--- src/siw_pkg.sv ---
// Package of register indexes, ports, field positions and reset values for the socket I/O block.
`default_nettype none
package siw_pkg;
    localparam logic [15:0] SIW_INDEX_PORT   = 16'h0022;
    localparam logic [15:0] SIW_DATA_PORT    = 16'h0023;
    localparam logic [7:0]  SIW_WIN1_START   = 8'h00;
    localparam logic [7:0]  SIW_WIN1_END     = 8'h01;
    localparam logic [7:0]  SIW_WIN1_UPPER   = 8'h02;
    localparam logic [7:0]  SIW_WIN2_START   = 8'h03;
    localparam logic [7:0]  SIW_WIN2_END     = 8'h04;
    localparam logic [7:0]  SIW_WIN2_UPPER   = 8'h05;
    localparam logic [7:0]  SIW_IRQ_ROUTE    = 8'h06;
    localparam logic [7:0]  SIW_REG_RESET    = 8'h00;
    localparam int          SIW_WIN1_EN_BIT  = 0;
    localparam int          SIW_WIN2_EN_BIT  = 1;
    localparam int          SIW_IO_EN_BIT    = 2;
    localparam int          SIW_INVERT_BIT   = 3;
    localparam int          SIW_SELECT_LSB   = 4;
    localparam int          SIW_SELECT_MSB   = 7;
endpackage : siw_pkg
`default_nettype wire

--- src/siw_window_match.sv ---
// One I/O window range comparator.
`timescale 1ns/1ps
`default_nettype none
module siw_window_match
    import siw_pkg::*;
(
    input  wire logic [15:0] i_address,
    input  wire logic [7:0]  i_start_low,
    input  wire logic [7:0]  i_end_low,
    input  wire logic [7:0]  i_upper,
    input  wire logic        i_enable,
    output logic             o_hit
);
    logic [15:0] start_address;
    logic [15:0] end_address;

    assign start_address = {i_upper, i_start_low};
    assign end_address   = {i_upper, i_end_low};
    // An inverted range (end below start) never matches.
    assign o_hit = i_enable && (i_address >= start_address)
                   && (i_address <= end_address);
endmodule : siw_window_match
`default_nettype wire

--- src/siw_socket_io.sv ---
// Indexed configuration ports, socket I/O window decode and card interrupt routing.
`timescale 1ns/1ps
`default_nettype none
////////////////////////////////////////////////////////////////////////////////
module siw_socket_io
    import siw_pkg::*;
(
    input  wire logic        i_clock,
    input  wire logic        i_rstn,
    input  wire logic        i_clock_enable,
    input  wire logic [15:0] i_io_address,
    input  wire logic        i_io_read,
    input  wire logic        i_io_write,
    input  wire logic [7:0]  i_io_write_data,
    input  wire logic        i_card_interrupt_request,
    output logic [7:0]       o_io_read_data,
    output logic             o_io_read_valid,
    output logic             o_card_register_select,
    output logic             o_card_enable_low,
    output logic             o_card_enable_high,
    output logic [15:0]      o_system_irq
);
    logic [7:0] config_index_port;
    logic [7:0] win1_start_low;
    logic [7:0] win1_end_low;
    logic [7:0] win1_upper;
    logic [7:0] win2_start_low;
    logic [7:0] win2_end_low;
    logic [7:0] win2_upper;
    logic [7:0] card_irq_route_ctrl;
    logic [7:0] read_data;
    logic       read_valid;
    logic [7:0] next_config_index_port;
    logic [7:0] next_win1_start_low;
    logic [7:0] next_win1_end_low;
    logic [7:0] next_win1_upper;
    logic [7:0] next_win2_start_low;
    logic [7:0] next_win2_end_low;
    logic [7:0] next_win2_upper;
    logic [7:0] next_card_irq_route_ctrl;
    logic [7:0] next_read_data;
    logic       next_read_valid;
    logic [7:0] selected_value;
    logic       index_access;
    logic       data_access;
    logic       index_write;
    logic       index_read;
    logic       data_write;
    logic       data_read;

    ////////////////////////////////////////////////////////////////////////////
    // Configuration port access.
    assign index_access = (i_io_address == SIW_INDEX_PORT);
    assign data_access  = (i_io_address == SIW_DATA_PORT);
    assign index_write  = i_io_write && index_access;
    assign index_read   = i_io_read && index_access;
    assign data_write   = i_io_write && data_access;
    assign data_read    = i_io_read && data_access;

    // Indexes beyond the implemented set read as zero, so software probing for
    // further registers sees an empty slot rather than an alias of a low one.
    always_comb begin
        selected_value = SIW_REG_RESET;
        case (config_index_port)
            SIW_WIN1_START: begin
                selected_value = win1_start_low;
            end
            SIW_WIN1_END: begin
                selected_value = win1_end_low;
            end
            SIW_WIN1_UPPER: begin
                selected_value = win1_upper;
            end
            SIW_WIN2_START: begin
                selected_value = win2_start_low;
            end
            SIW_WIN2_END: begin
                selected_value = win2_end_low;
            end
            SIW_WIN2_UPPER: begin
                selected_value = win2_upper;
            end
            SIW_IRQ_ROUTE: begin
                selected_value = card_irq_route_ctrl;
            end
            default: begin
                selected_value = SIW_REG_RESET;
            end
        endcase
    end

    // A port read answers one cycle later with a one-cycle valid; the data
    // then stay until the next port read.
    // A data access uses the index held before its cycle, so an index write
    // followed by a data write in the next cycle already sees the new index.
    always_comb begin
        next_config_index_port = config_index_port;
        next_read_data         = read_data;
        next_read_valid        = 1'b0;
        if (index_write) begin
            next_config_index_port = i_io_write_data;
        end
        if (index_read) begin
            next_read_data  = config_index_port;
            next_read_valid = 1'b1;
        end
        if (data_read) begin
            next_read_data  = selected_value;
            next_read_valid = 1'b1;
        end
    end

    // A low clock enable freezes every register; the card strobes are
    // combinational and still follow the host cycle.
    always_ff @(posedge i_clock) begin
        if (!i_rstn) begin
            config_index_port <= SIW_REG_RESET;
            read_data         <= SIW_REG_RESET;
            read_valid        <= 1'b0;
        end else if (i_clock_enable) begin
            config_index_port <= next_config_index_port;
            read_data         <= next_read_data;
            read_valid        <= next_read_valid;
        end
    end

    assign o_io_read_data  = read_data;
    assign o_io_read_valid = read_valid;

    ////////////////////////////////////////////////////////////////////////////
    // Configuration registers.
    // Writes to indexes beyond the implemented set are dropped.
    always_comb begin
        next_win1_start_low      = win1_start_low;
        next_win1_end_low        = win1_end_low;
        next_win1_upper          = win1_upper;
        next_win2_start_low      = win2_start_low;
        next_win2_end_low        = win2_end_low;
        next_win2_upper          = win2_upper;
        next_card_irq_route_ctrl = card_irq_route_ctrl;
        if (data_write) begin
            case (config_index_port)
                SIW_WIN1_START: begin
                    next_win1_start_low = i_io_write_data;
                end
                SIW_WIN1_END: begin
                    next_win1_end_low = i_io_write_data;
                end
                SIW_WIN1_UPPER: begin
                    next_win1_upper = i_io_write_data;
                end
                SIW_WIN2_START: begin
                    next_win2_start_low = i_io_write_data;
                end
                SIW_WIN2_END: begin
                    next_win2_end_low = i_io_write_data;
                end
                SIW_WIN2_UPPER: begin
                    next_win2_upper = i_io_write_data;
                end
                SIW_IRQ_ROUTE: begin
                    next_card_irq_route_ctrl = i_io_write_data;
                end
                default: begin
                    next_card_irq_route_ctrl = card_irq_route_ctrl;
                end
            endcase
        end
    end

    // Reset leaves every window as the range 0000h..0000h with decoding off.
    always_ff @(posedge i_clock) begin
        if (!i_rstn) begin
            win1_start_low      <= SIW_REG_RESET;
            win1_end_low        <= SIW_REG_RESET;
            win1_upper          <= SIW_REG_RESET;
            win2_start_low      <= SIW_REG_RESET;
            win2_end_low        <= SIW_REG_RESET;
            win2_upper          <= SIW_REG_RESET;
            card_irq_route_ctrl <= SIW_REG_RESET;
        end else if (i_clock_enable) begin
            win1_start_low      <= next_win1_start_low;
            win1_end_low        <= next_win1_end_low;
            win1_upper          <= next_win1_upper;
            win2_start_low      <= next_win2_start_low;
            win2_end_low        <= next_win2_end_low;
            win2_upper          <= next_win2_upper;
            card_irq_route_ctrl <= next_card_irq_route_ctrl;
        end
    end

    ////////////////////////////////////////////////////////////////////////////
    // Window decode.
    logic [7:0] route_ctrl;
    logic       io_card_enable;
    logic       window1_enable;
    logic       window2_enable;
    logic       card_irq_invert;
    logic [3:0] card_irq_select;
    logic       hit1;
    logic       hit2;
    logic       io_cycle;

    assign route_ctrl      = card_irq_route_ctrl;
    assign io_card_enable  = route_ctrl[SIW_IO_EN_BIT];
    assign window1_enable  = route_ctrl[SIW_WIN1_EN_BIT];
    assign window2_enable  = route_ctrl[SIW_WIN2_EN_BIT];
    assign card_irq_invert = route_ctrl[SIW_INVERT_BIT];
    assign card_irq_select = route_ctrl[SIW_SELECT_MSB:SIW_SELECT_LSB];
    assign io_cycle        = i_io_read || i_io_write;

    siw_window_match u_window1 (
        .i_address   (i_io_address),
        .i_start_low (win1_start_low),
        .i_end_low   (win1_end_low),
        .i_upper     (win1_upper),
        .i_enable    (window1_enable),
        .o_hit       (hit1)
    );

    siw_window_match u_window2 (
        .i_address   (i_io_address),
        .i_start_low (win2_start_low),
        .i_end_low   (win2_end_low),
        .i_upper     (win2_upper),
        .i_enable    (window2_enable),
        .o_hit       (hit2)
    );

    // Strobes are active high here and follow the cycle combinationally, so the
    // card sees them for exactly the duration of the host I/O request.
    logic window_hit;
    logic card_select;
    assign window_hit  = hit1 || hit2;
    assign card_select = io_cycle && io_card_enable && window_hit;
    assign o_card_register_select = card_select;
    assign o_card_enable_low      = card_select;
    assign o_card_enable_high     = card_select;

    ////////////////////////////////////////////////////////////////////////////
    // Interrupt routing.
    logic [15:0] next_irq;
    logic [15:0] irq_out;
    logic [15:0] route_mask;
    logic        irq_level;
    logic        irq_forward;

    assign irq_level   = i_card_interrupt_request ^ card_irq_invert;
    assign irq_forward = io_card_enable && (card_irq_select != 4'h0);

    // Every select code is listed, so the reserved ones stay visibly empty
    // instead of falling through to a shift that would light IRQ1, IRQ2, IRQ8 or IRQ13.
    always_comb begin
        route_mask = 16'h0000;
        unique case (card_irq_select)
            4'h0: route_mask = 16'h0000;
            4'h1: route_mask = 16'h0000;
            4'h2: route_mask = 16'h0000;
            4'h3: route_mask = 16'h0008;
            4'h4: route_mask = 16'h0010;
            4'h5: route_mask = 16'h0020;
            4'h6: route_mask = 16'h0040;
            4'h7: route_mask = 16'h0080;
            4'h8: route_mask = 16'h0000;
            4'h9: route_mask = 16'h0200;
            4'hA: route_mask = 16'h0400;
            4'hB: route_mask = 16'h0800;
            4'hC: route_mask = 16'h1000;
            4'hD: route_mask = 16'h0000;
            4'hE: route_mask = 16'h4000;
            4'hF: route_mask = 16'h8000;
        endcase
    end

    // The routed level is registered, so the controller never sees a glitch
    // while software rewrites the select code or the invert bit.
    always_comb begin
        next_irq = 16'h0000;
        if (irq_forward) begin
            next_irq = route_mask & {16{irq_level}};
        end
    end

    always_ff @(posedge i_clock) begin
        if (!i_rstn) begin
            irq_out <= 16'h0000;
        end else if (i_clock_enable) begin
            irq_out <= next_irq;
        end
    end

    assign o_system_irq = irq_out;
endmodule : siw_socket_io
`default_nettype wire

--- config.mk ---
export PLATFORM = sky130hd
export DESIGN_NAME = siw_socket_io
export DESIGN_NICKNAME = d
export VERILOG_FILES = /design/src/siw_pkg.sv /design/src/siw_window_match.sv /design/src/siw_socket_io.sv
export SDC_FILE = /design/constraint.sdc
export NUM_CORES = 1
export LEC_CHECK = 0
export ABC_AREA = 1
export BUFFER_PORTS_ARGS = -buffer_cell sky130_fd_sc_hd__buf_2
export CORE_UTILIZATION = 50
export CTS_CLUSTER_SIZE = 20
export DETAILED_ROUTE_END_ITERATION = 10
export PLACE_DENSITY = 0.71
export SYNTH_ARGS = -nofsm -noshare
export SYNTH_HDL_FRONTEND = slang
export SYNTH_SLANG_ARGS = --single-unit
--- constraint.sdc ---
create_clock -name i_clock -period 1.9 [get_ports i_clock]
set_input_delay 0.095 -clock i_clock [delete_from_list [all_inputs] [get_ports i_clock]]
set_output_delay 0.095 -clock i_clock [all_outputs]
set_load 0.02 [all_outputs]
-- After elaboration in Yosys (flattened, before gate mapping)
Memory sizes are Yosys's and may differ from the RTL's. A register that Yosys moved wholly into a read port is not among the register bits.
Cells that the tools add are included.
- memories: 1
- flip-flop bits (word level): 89
- bits in read-only memories: 176
- word-level logic and storage cells: 59
- bits of input ports: 30
- $lt $le $gt $ge: 4
- bitwise gates (word level): 2
- reductions and logical operators: 25
- eq/ne operators: 8
- multiplexer cells: 8
- memory list (memory ; words ; bits a word ; read ports ; clocked after Yosys merged registers in ; write ports ; RTL line ; RTL):
    (name not given) ; 16 ; 11 ; 1 ; 1 ; 0 ; siw_socket_io.sv:255 ; unique case (card_irq_select)
- operators by type and width (kind ; count):
    one-hot mux 8 bit (7 select lines) ; 1
    == test 16 x 6 -> 1 bit (second input constant) ; 2
    greater-or-equal comparator 16 bit ; 2
    <= comparator 16 bit ; 2
    == test 8 x 3 -> 1 bit (second input constant) ; 3
    AND reduction 3 bit ; 7
    AND 16 bit ; 1
    == test 8 x 2 -> 1 bit (second input constant) ; 2
    two-way mux 16 bit ; 1
    two-way mux 8 bit ; 2
    logical AND 1 bit ; 11
    == test 8 x 1 -> 1 bit (second input constant) ; 1
    zero test 8 bit ; 1
    two-way mux 4 bit ; 2
    AND reduction 2 bit ; 2
    nonzero test 4 bit ; 1
    logical OR 1 bit ; 2
    two-way mux 1 bit ; 2
    nonzero test 2 bit ; 1
    XOR 1 bit ; 1

-- Depth between registers and ports, before layout
Gate-level depths: netlist of the first run.
- depth after elaboration: 5
- mapped depth: 12
- gate-level depth less buffers: 12

-- Modules after synthesis
From an unflattened synthesis of the first run, not the netlist that was laid out.
- cell total of the unflattened synthesis: 838
- area total of the unflattened synthesis: 5768.0 um^2
- by module, submodules not included (module ; cells an instance ; times used ; area an instance (um^2)):
    siw_socket_io ; 600 ; 1 ; 4379.2
    siw_window_match ; 119 ; 2 ; 694.4

-- Worst setup path before layout of the first run
No wires, ideal clock.
- path type: register to output
- from: register win1_upper[5]
- to: output port o_card_enable_low
- data required time: 1.805 ns
- path slack: -0.031 ns
- path buffers: 1
- cell stages (with the launch flop): 11
- arrival time: 1.836 ns
- path through: dfxtp_1 inv_1 ha_1 a21oi_1 nor2_1 nor2_1 nand2_1 o21ai_0 nand3_1 a21oi_1 buf_4
- word-level cells in the longest chain between the ends: 5
- ends and longest elaborated chain (item ; RTL line ; RTL):
    start: declaration ; siw_socket_io.sv:26 ; logic [7:0] win1_upper;
    start signal: assignment ; siw_socket_io.sv:184 ; win1_upper <= next_win1_upper;
    greater-or-equal comparator 16 bit ; siw_window_match.sv:20 ; assign o_hit = i_enable && (i_address >= start_address)
    logical AND 1 bit ; siw_window_match.sv:20 ;
    logical AND 1 bit (*) ; siw_window_match.sv:21 ; && (i_address <= end_address);
    logical OR 1 bit (*) ; siw_socket_io.sv:234 ; assign window_hit = hit1 || hit2;
    logical AND 1 bit (*) ; siw_socket_io.sv:235 ; assign card_select = io_cycle && io_card_enable && window_hit;
    end: declaration ; siw_socket_io.sv:19 ; output logic o_card_enable_low,
Mark *: on every way between the ends. The rest lies on a longest branch, timed or not.

-- Final worst setup path of the first run
- from: register win1_end_low[1]
- to: output port o_card_register_select
- word-level cells in the longest chain between the ends: 4
- ends and longest elaborated chain (item ; RTL line ; RTL):
    start: declaration ; siw_socket_io.sv:25 ; logic [7:0] win1_end_low;
    start signal: assignment ; siw_socket_io.sv:183 ; win1_end_low <= next_win1_end_low;
    <= comparator 16 bit ; siw_window_match.sv:21 ;
    logical AND 1 bit ; siw_window_match.sv:21 ;
    logical OR 1 bit ; siw_socket_io.sv:234 ;
    logical AND 1 bit ; siw_socket_io.sv:235 ;
    end: declaration ; siw_socket_io.sv:18 ; output logic o_card_register_select,
Every way passes these cells.

==> impl_metrics.json, run 1 <==
{
  "crit_path_start_kind": "flip-flop",
  "pin_count": 58,
  "violations": "negative setup slack",
  "postCtsHoldBufs": 0,
  "hp-start": "i_rstn",
  "h-tree-depth": 3,
  "numCtsBuffers": 9,
  "r2r_slack_ns": 0.07,
  "fmax_mhz": 460,
  "leakage_nw": 2.66,
  "antenna_found_initial": 0,
  "max_slew.worst_pin.slew_ns": 0.561,
  "rsz0062_at_grt": "true",
  "maxCapViolCount": 0,
  "critPathTopFamily": "simple AND/OR/NAND/NOR gates",
  "drc": 0,
  "r2r-end": "o_io_read_data[6]",
  "cts_num_sinks": 95,
  "ys_ff_latch": 95,
  "cts_tree": "built",
  "grt_pass1_wl_mm": 25.0,
  "cp.arrival_ns": 2.08,
  "grt_max_degree": 32,
  "post-dp-hpwl_mm": 11.7,
  "diodes": 0,
  "core-area_sq_um": 10400,
  "drtAntennaViolNets": 0,
  "placementRows": 37,
  "hold_slack_ns": 0.0889,
  "max_stage_delay_ns": 0.35,
  "placed_cells": 921,
  "first_pass_iters": 5,
  "synth_area_leader_cell": "dfxtp_1",
  "reg2reg_from": "config_index_port[7]",
  "syn_area_per_cell_sq_um": 7.25,
  "synth_top_area_frac": 0.354,
  "die_area_sq_um": 11200,
  "synthTopCellsByArea": "dfxtp_1 (35%), ha_1 (11%), o21ai_0 (10%)",
  "clkLatencyLatePin_ns": 0.39,
  "worstHoldPathType": "in -> reg",
  "criticalPathCategory": "reg -> out",
  "hold_path_depth": 3,
  "ys_types": 31,
  "final_cells": 949,
  "hold_viol": 0,
  "drt-wirelength-per-cell_microns": 16.7,
  "initial_core_util": 0.518,
  "grtUsageTotal": 0.294,
  "holdPathEnd": "o_system_irq[9]",
  "nFillCells": 986,
  "power_density_nw_per_um2": 596,
  "mostFrequentLayoutCells": "o21ai_0 (104), a21oi_1 (102), nand2_1 (98)",
  "ys.warnings.count": 0,
  "outcome": "complete, but fails checks",
  "worstPathMaxFanout": 3,
  "syn_inst": 741,
  "layout_worst_path_cycle_share": 1.14,
  "synth_area_sq_um": 5380,
  "r2r_cells": 9,
  "ys_seq_area_frac": 0.354,
  "crit_buf_inv": 2,
  "viasPerCell": 5.56,
  "grt_pass1_vias": 5006,
  "syn2layout_area_growth_pct": 17.1,
  "gp_congestion": 0.946,
  "end_kind": "output port",
  "dpl_cell_area_sq_um": 5770,
  "setup_viol": 3,
  "ir_drop_uv": 530,
  "final_common_cell": "o21ai_0",
  "nets": 886,
  "vias": 5279,
  "slowest_stage": "dfxtp_1",
  "root_buffer": "clkbuf_8",
  "globalRoute.totalOverflow": 0,
  "slew_headroom": 0.622,
  "min_period_ns": 2.17,
  "drive_gt1_frac": 0.228,
  "clockBufferDepth": 2,
  "drtIter0Drc": 499,
  "wl_mm": 15.9,
  "drv_slew": 0,
  "die_y_microns": 106,
  "fin_skew_ns": 0.0159,
  "crit_chain": "inv_1 > ha_1 > nand2_1 > nor2_2 > nor2_1 > a21oi_1 > nand3_1 > a21oi_2 > buf_4",
  "fin_ws_ns": -0.273,
  "path_clk_slew_ns": 0.10,
  "final_area_sq_um": 6300,
  "die_w_microns": 106,
  "port_buffers": 52,
  "required_ns": 1.80
}
-- cell usage after synthesis (all sizes together) --
cell,number
nand3,36
a21oi,106
clkinv,1
clkbuf,10
buf,20
xnor2,1
a21o,1
ha,48
nor3,6
and3,1
nand4,8
nand2,116
nor2,83
conb,1
dfxtp,95
inv,94
o41ai,1
o311ai,1
o21ai,112
-- worst max path at each step --
stage | startpoint | endpoint | slack [ns] | cells after the start
after floorplan | win2_upper[1] | o_card_enable_low | 0.12 | 10
final | win1_end_low[1] | o_card_register_select | -0.27 | 9
after detailed placement | win1_upper[5] | o_card_enable_low | 0.01 | 10
after global routing | win2_upper[7] | o_card_enable_high | -0.38 | 9
after global placement | win2_upper[3] | o_card_enable_high | 0.05 | 10
after CTS | win2_upper[7] | o_card_enable_low | -0.24 | 9
-- worst reg2reg max path: stages, from the launching register on --
cell	delay [ns]
dfxtp_1	0.34
nor2_1	0.11
nand3_1	0.18
inv_2	0.16
nand2_1	0.25
o21ai_0	0.32
nor2_1	0.10
nand2_1	0.08
nand2_1	0.10
a21oi_1	0.14
-- flip-flops by register name, indices dropped and copies added (netlist names) --
name                 count
win2_upper               8
config_index_port        8
o_system_irq            11
o_io_read_data           8
route_mask              11
card_irq_route_ctrl      8
win2_start_low           8
win1_end_low             8
o_io_read_valid          1
win2_end_low             8
win1_start_low           8
win1_upper               8
-- through the flow --
stage,power (W),util,TNS (ns),setup WS [ns]
2_1_floorplan,0.00225,-,0,0.116
3_3_place_gp,0.00237,0.557,0,0.0540
3_5_place_dp,0.00238,0.557,0,0.0119
4_1_cts,0.00375,0.599,-0.723,-0.242
5_1_grt,0.00389,0.607,-1.10,-0.378
6_report,0.00376,0.607,-0.788,-0.273
-- layer usage --
layer / routed length [microns] / GRT usage / vias up
li1: - / - / 2582
met4: 674 / 0.157 / 0
met5: 0 / 0 / -
met1: 6930 / 0.392 / 2402
met3: 1160 / 0.0390 / 52
met2: 7130 / 0.460 / 243
-- cells by family (layout without fill, tap and decap cells) --
kind of cell / after synthesis / in the layout / share of synthesized area
and+or+nand+nor: 250 / 250 / 0.223
AOI/OAI and AO/OA: 221 / 221 / 0.208
buffers and inverters: 125 / 193 / 0.101
DFF: 95 / 95 / 0.354
adders and majority gates: 48 / 48 / 0.112
other: 1 / 5 / 0.000698
xor gates and xnor gates: 1 / 1 / 0.00163
-- timing repair --
| item | CTS | global route |
|---|---|---|
| pin swaps | 15 | 17 |
| buffers inserted | 7 | 5 |
| setup endpoints to repair | 3 | 30 |
| resized for setup | 45 | 18 |
-- where the power goes --
part	total [W]	switching (W)	leakage, nW	internal [W]
clock network	0.00138	0.000851	0.104	0.000528
registers	0.00201	0.00000504	0.775	0.00200
logic	0.000371	0.000242	1.78	0.000128
-- area by class of cell --
| cell class | instances | area (sq um) | area share |
|---|---|---|---|
| clock inverters | 7 | 81.3 | 0.0129 |
| flip-flops and latches | 95 | 1920 | 0.305 |
| repair buffers | 82 | 509 | 0.0809 |
| inverters | 95 | 358 | 0.0568 |
| multi-input cells | 525 | 3130 | 0.498 |
| clock buffers | 9 | 124 | 0.0197 |
| well taps | 136 | 170 | 0.0270 |
Power figures use the tool's default switching activity.
==> inputs of run 2 (changes only) <==
--- a/config.mk
+++ b/config.mk
@@ -5,12 +5,12 @@
 export SDC_FILE = /design/constraint.sdc
 export NUM_CORES = 1
 export LEC_CHECK = 0
-export ABC_AREA = 1
+export ABC_AREA = 0
 export BUFFER_PORTS_ARGS = -buffer_cell sky130_fd_sc_hd__buf_2
 export CORE_UTILIZATION = 50
 export CTS_CLUSTER_SIZE = 20
 export DETAILED_ROUTE_END_ITERATION = 10
-export PLACE_DENSITY = 0.71
+export PLACE_DENSITY = 0.7
 export SYNTH_ARGS = -nofsm -noshare
 export SYNTH_HDL_FRONTEND = slang
 export SYNTH_SLANG_ARGS = --single-unit
==> impl_metrics.json, run 2 <==
{
  "slew_headroom": 0.567,
  "drt-wirelength-per-cell_microns": 19.3,
  "viasPerCell": 5.83,
  "h-tree-depth": 3,
  "gp_congestion": 0.971,
  "ys_types": 56,
  "drc": 0,
  "synthTopCellsByArea": "dfxtp_1 (34%), ha_1 (11%), mux2i_1 (10%)",
  "leakage_nw": 3.20,
  "setup_viol": 19,
  "ys.warnings.count": 0,
  "rsz0062_at_grt": "true",
  "clockBufferDepth": 2,
  "hold_slack_ns": 0.0865,
  "fmax_mhz": 415,
  "synth-async-reset-ratio": 0,
  "syn_area_per_cell_sq_um": 9.09,
  "crit_chain": "inv_2 > ha_4 > nand3_2 > or4_4 > a21o_1 > o32ai_4 > buf_4",
  "drtAntennaViolNets": 0,
  "power_density_nw_per_um2": 579,
  "synth_area_sq_um": 5660,
  "multiInputGateArea_sq_um": 3720,
  "pin_count": 58,
  "power.total_w": 0.00425,
  "nets": 804,
  "grt_pass1_vias": 4752,
  "post-dp-hpwl_mm": 12.1,
  "syn_inst": 623,
  "syn2layout_area_growth_pct": 29.5,
  "port_buffers": 52,
  "globalRoute.totalOverflow": 0,
  "nFillCells": 871,
  "synth_top_area_frac": 0.336,
  "slowest_stage": "or4_4",
  "wl_mm": 16.8,
  "seq_area_sq_um": 1910,
  "root_buffer": "clkbuf_16",
  "maxCapViolCount": 0,
  "cts_num_sinks": 95,
  "fin_ws_ns": -0.507,
  "ir_drop_uv": 429,
  "synth.most_common_cell": "dfxtp_1",
  "drive_gt1_frac": 0.316,
  "outcome": "complete, but fails checks",
  "cts_tree": "built",
  "antenna_found_initial": 0,
  "numCtsBuffers": 9,
  "end_kind": "output port",
  "grtUsageTotal": 0.284,
  "max_stage_delay_ns": 0.52,
  "hold_viol": 0,
  "grt_max_degree": 44,
  "diodes": 0,
  "ys_ff_latch": 95,
  "synth_area_leader_cell": "dfxtp_1",
  "placementRows": 38,
  "worstPathMaxFanout": 3,
  "drtIter0Drc": 375,
  "worstHoldPathType": "in -> reg",
  "first_pass_iters": 5,
  "ys_seq_area_frac": 0.336,
  "synthFlopType": "dfxtp_1",
  "placed_cells": 844,
  "criticalPathCategory": "reg -> out",
  "fin_skew_ns": 0.0141,
  "die_y_microns": 108,
  "min_period_ns": 2.41,
  "crit_path_start_kind": "flip-flop",
  "mostFrequentLayoutCells": "dfxtp_1 (87), nor2b_1 (65), buf_4 (59)",
  "max_slew.worst_pin.slew_ns": 0.645,
  "tns_ns": -2.08,
  "die_area_sq_um": 11800,
  "required_ns": 1.80,
  "drv_slew": 0,
  "yosys-top-cells-count": "dfxtp_1 (95), nor2b_1 (65), mux2i_1 (59)",
  "grt_pass1_wl_mm": 24.9,
  "core-area_sq_um": 10900,
  "layout_worst_path_cycle_share": 1.27,
  "initial_core_util": 0.518,
  "cp.arrival_ns": 2.31,
  "path_clk_slew_ns": 0.08,
  "clkLatencyLatePin_ns": 0.37,
  "synth_edf_count": 0,
  "die_w_microns": 108,
  "final_common_cell": "dfxtp_1",
  "violations": "negative setup slack",
  "vias": 5081,
  "final_cells": 871
}
run 2: changes by cell type in the layout (fill, tap and decap cells not counted), moves of 9 or more:
cell,change
a21oi_1,-92
o21ai_0,-86
nor2b_1,+65
nand2_1,-61
mux2i_1,+54
nor2_1,-51
inv_1,-39
buf_4,+28
nand3_1,-23
a22oi_1,+12
nor2_4,-12
clkbuf_16,+11
clkbuf_8,-9
run 2: area by class of cell:
class / count / share of cell area
inverters: 50 / 0.0256
multi-input cells: 442 / 0.507
clock inverters: 7 / 0.0131
well taps: 140 / 0.0239
repair buffers: 128 / 0.140
flip-flops and latches: 95 / 0.261
clock buffers: 9 / 0.0307
run 2: report_power, final:
group	internal (W)	total [W]	leakage [nW]	switching, W
logic	0.000139	0.000363	2.28	0.000224
clock network	0.000956	0.00190	0.155	0.000943
registers	0.00199	0.00199	0.769	0.00000000211
run 2: timing repair:
| item | CTS | global route |
|---|---|---|
| pin swaps | 14 | 28 |
| setup buffers | 2 | 5 |
| cloned | 0 | 4 |
| hold buffers | 0 | 0 |
| resized for setup | 24 | 70 |
| endpoints found under the setup margin | 17 | 51 |
run 2: stage by stage:
stage | instance area, sq um | setup slack, ns | utilization
finish | 7340 | -0.507 | 0.671
CTS | 6950 | -0.496 | 0.636
global route | 7340 | -0.609 | 0.671
floorplan | 5720 | -0.138 | -
detailed placement | 6540 | -0.128 | 0.598
global placement | 6540 | -0.0936 | 0.598
run 2: path summary, 6_finish.rpt:
kind | startpoint | to | slack [ns] | cells past startpoint
worst max-delay path | win2_upper[1] | o_card_register_select | -0.51 | 7
worst min-delay path | i_io_write_data[3] | card_irq_route_ctrl[3] | 0.09 | 3
worst max register to register | config_index_port[7] | route_mask[4] | -0.11 | 6
worst min register to register | o_io_read_data[1] | o_io_read_data[1] | 0.47 | 2
run 2: per-layer routing:
metal,vias up,part of all wire,track usage
li1,2407,-,-
met1,2431,0.42,0.368
met2,207,0.47,0.459
met3,36,0.074,0.0518
met4,0,0.032,0.129
met5,-,0,0
run 2: logic make-up (layout without fill, tap and decap cells):
group           count (synthesis)  count (layout)  synth area share
compound gates                105             105             0.126
fa+ha+maj                      48              48             0.106
buf+inv                        90             194            0.0669
flops                          95              95             0.336
mux                            72              72             0.146
other cells                     1               5          0.000662
simple gates                  212             212             0.219
run 2: critical path, delay by kind of cell (launching register included):
family / cells / cell delay (ns)
simple gates: 2 / 0.57
flops: 1 / 0.35
buf+inv: 2 / 0.25
compound gates: 2 / 0.51
fa+ha+maj: 1 / 0.26
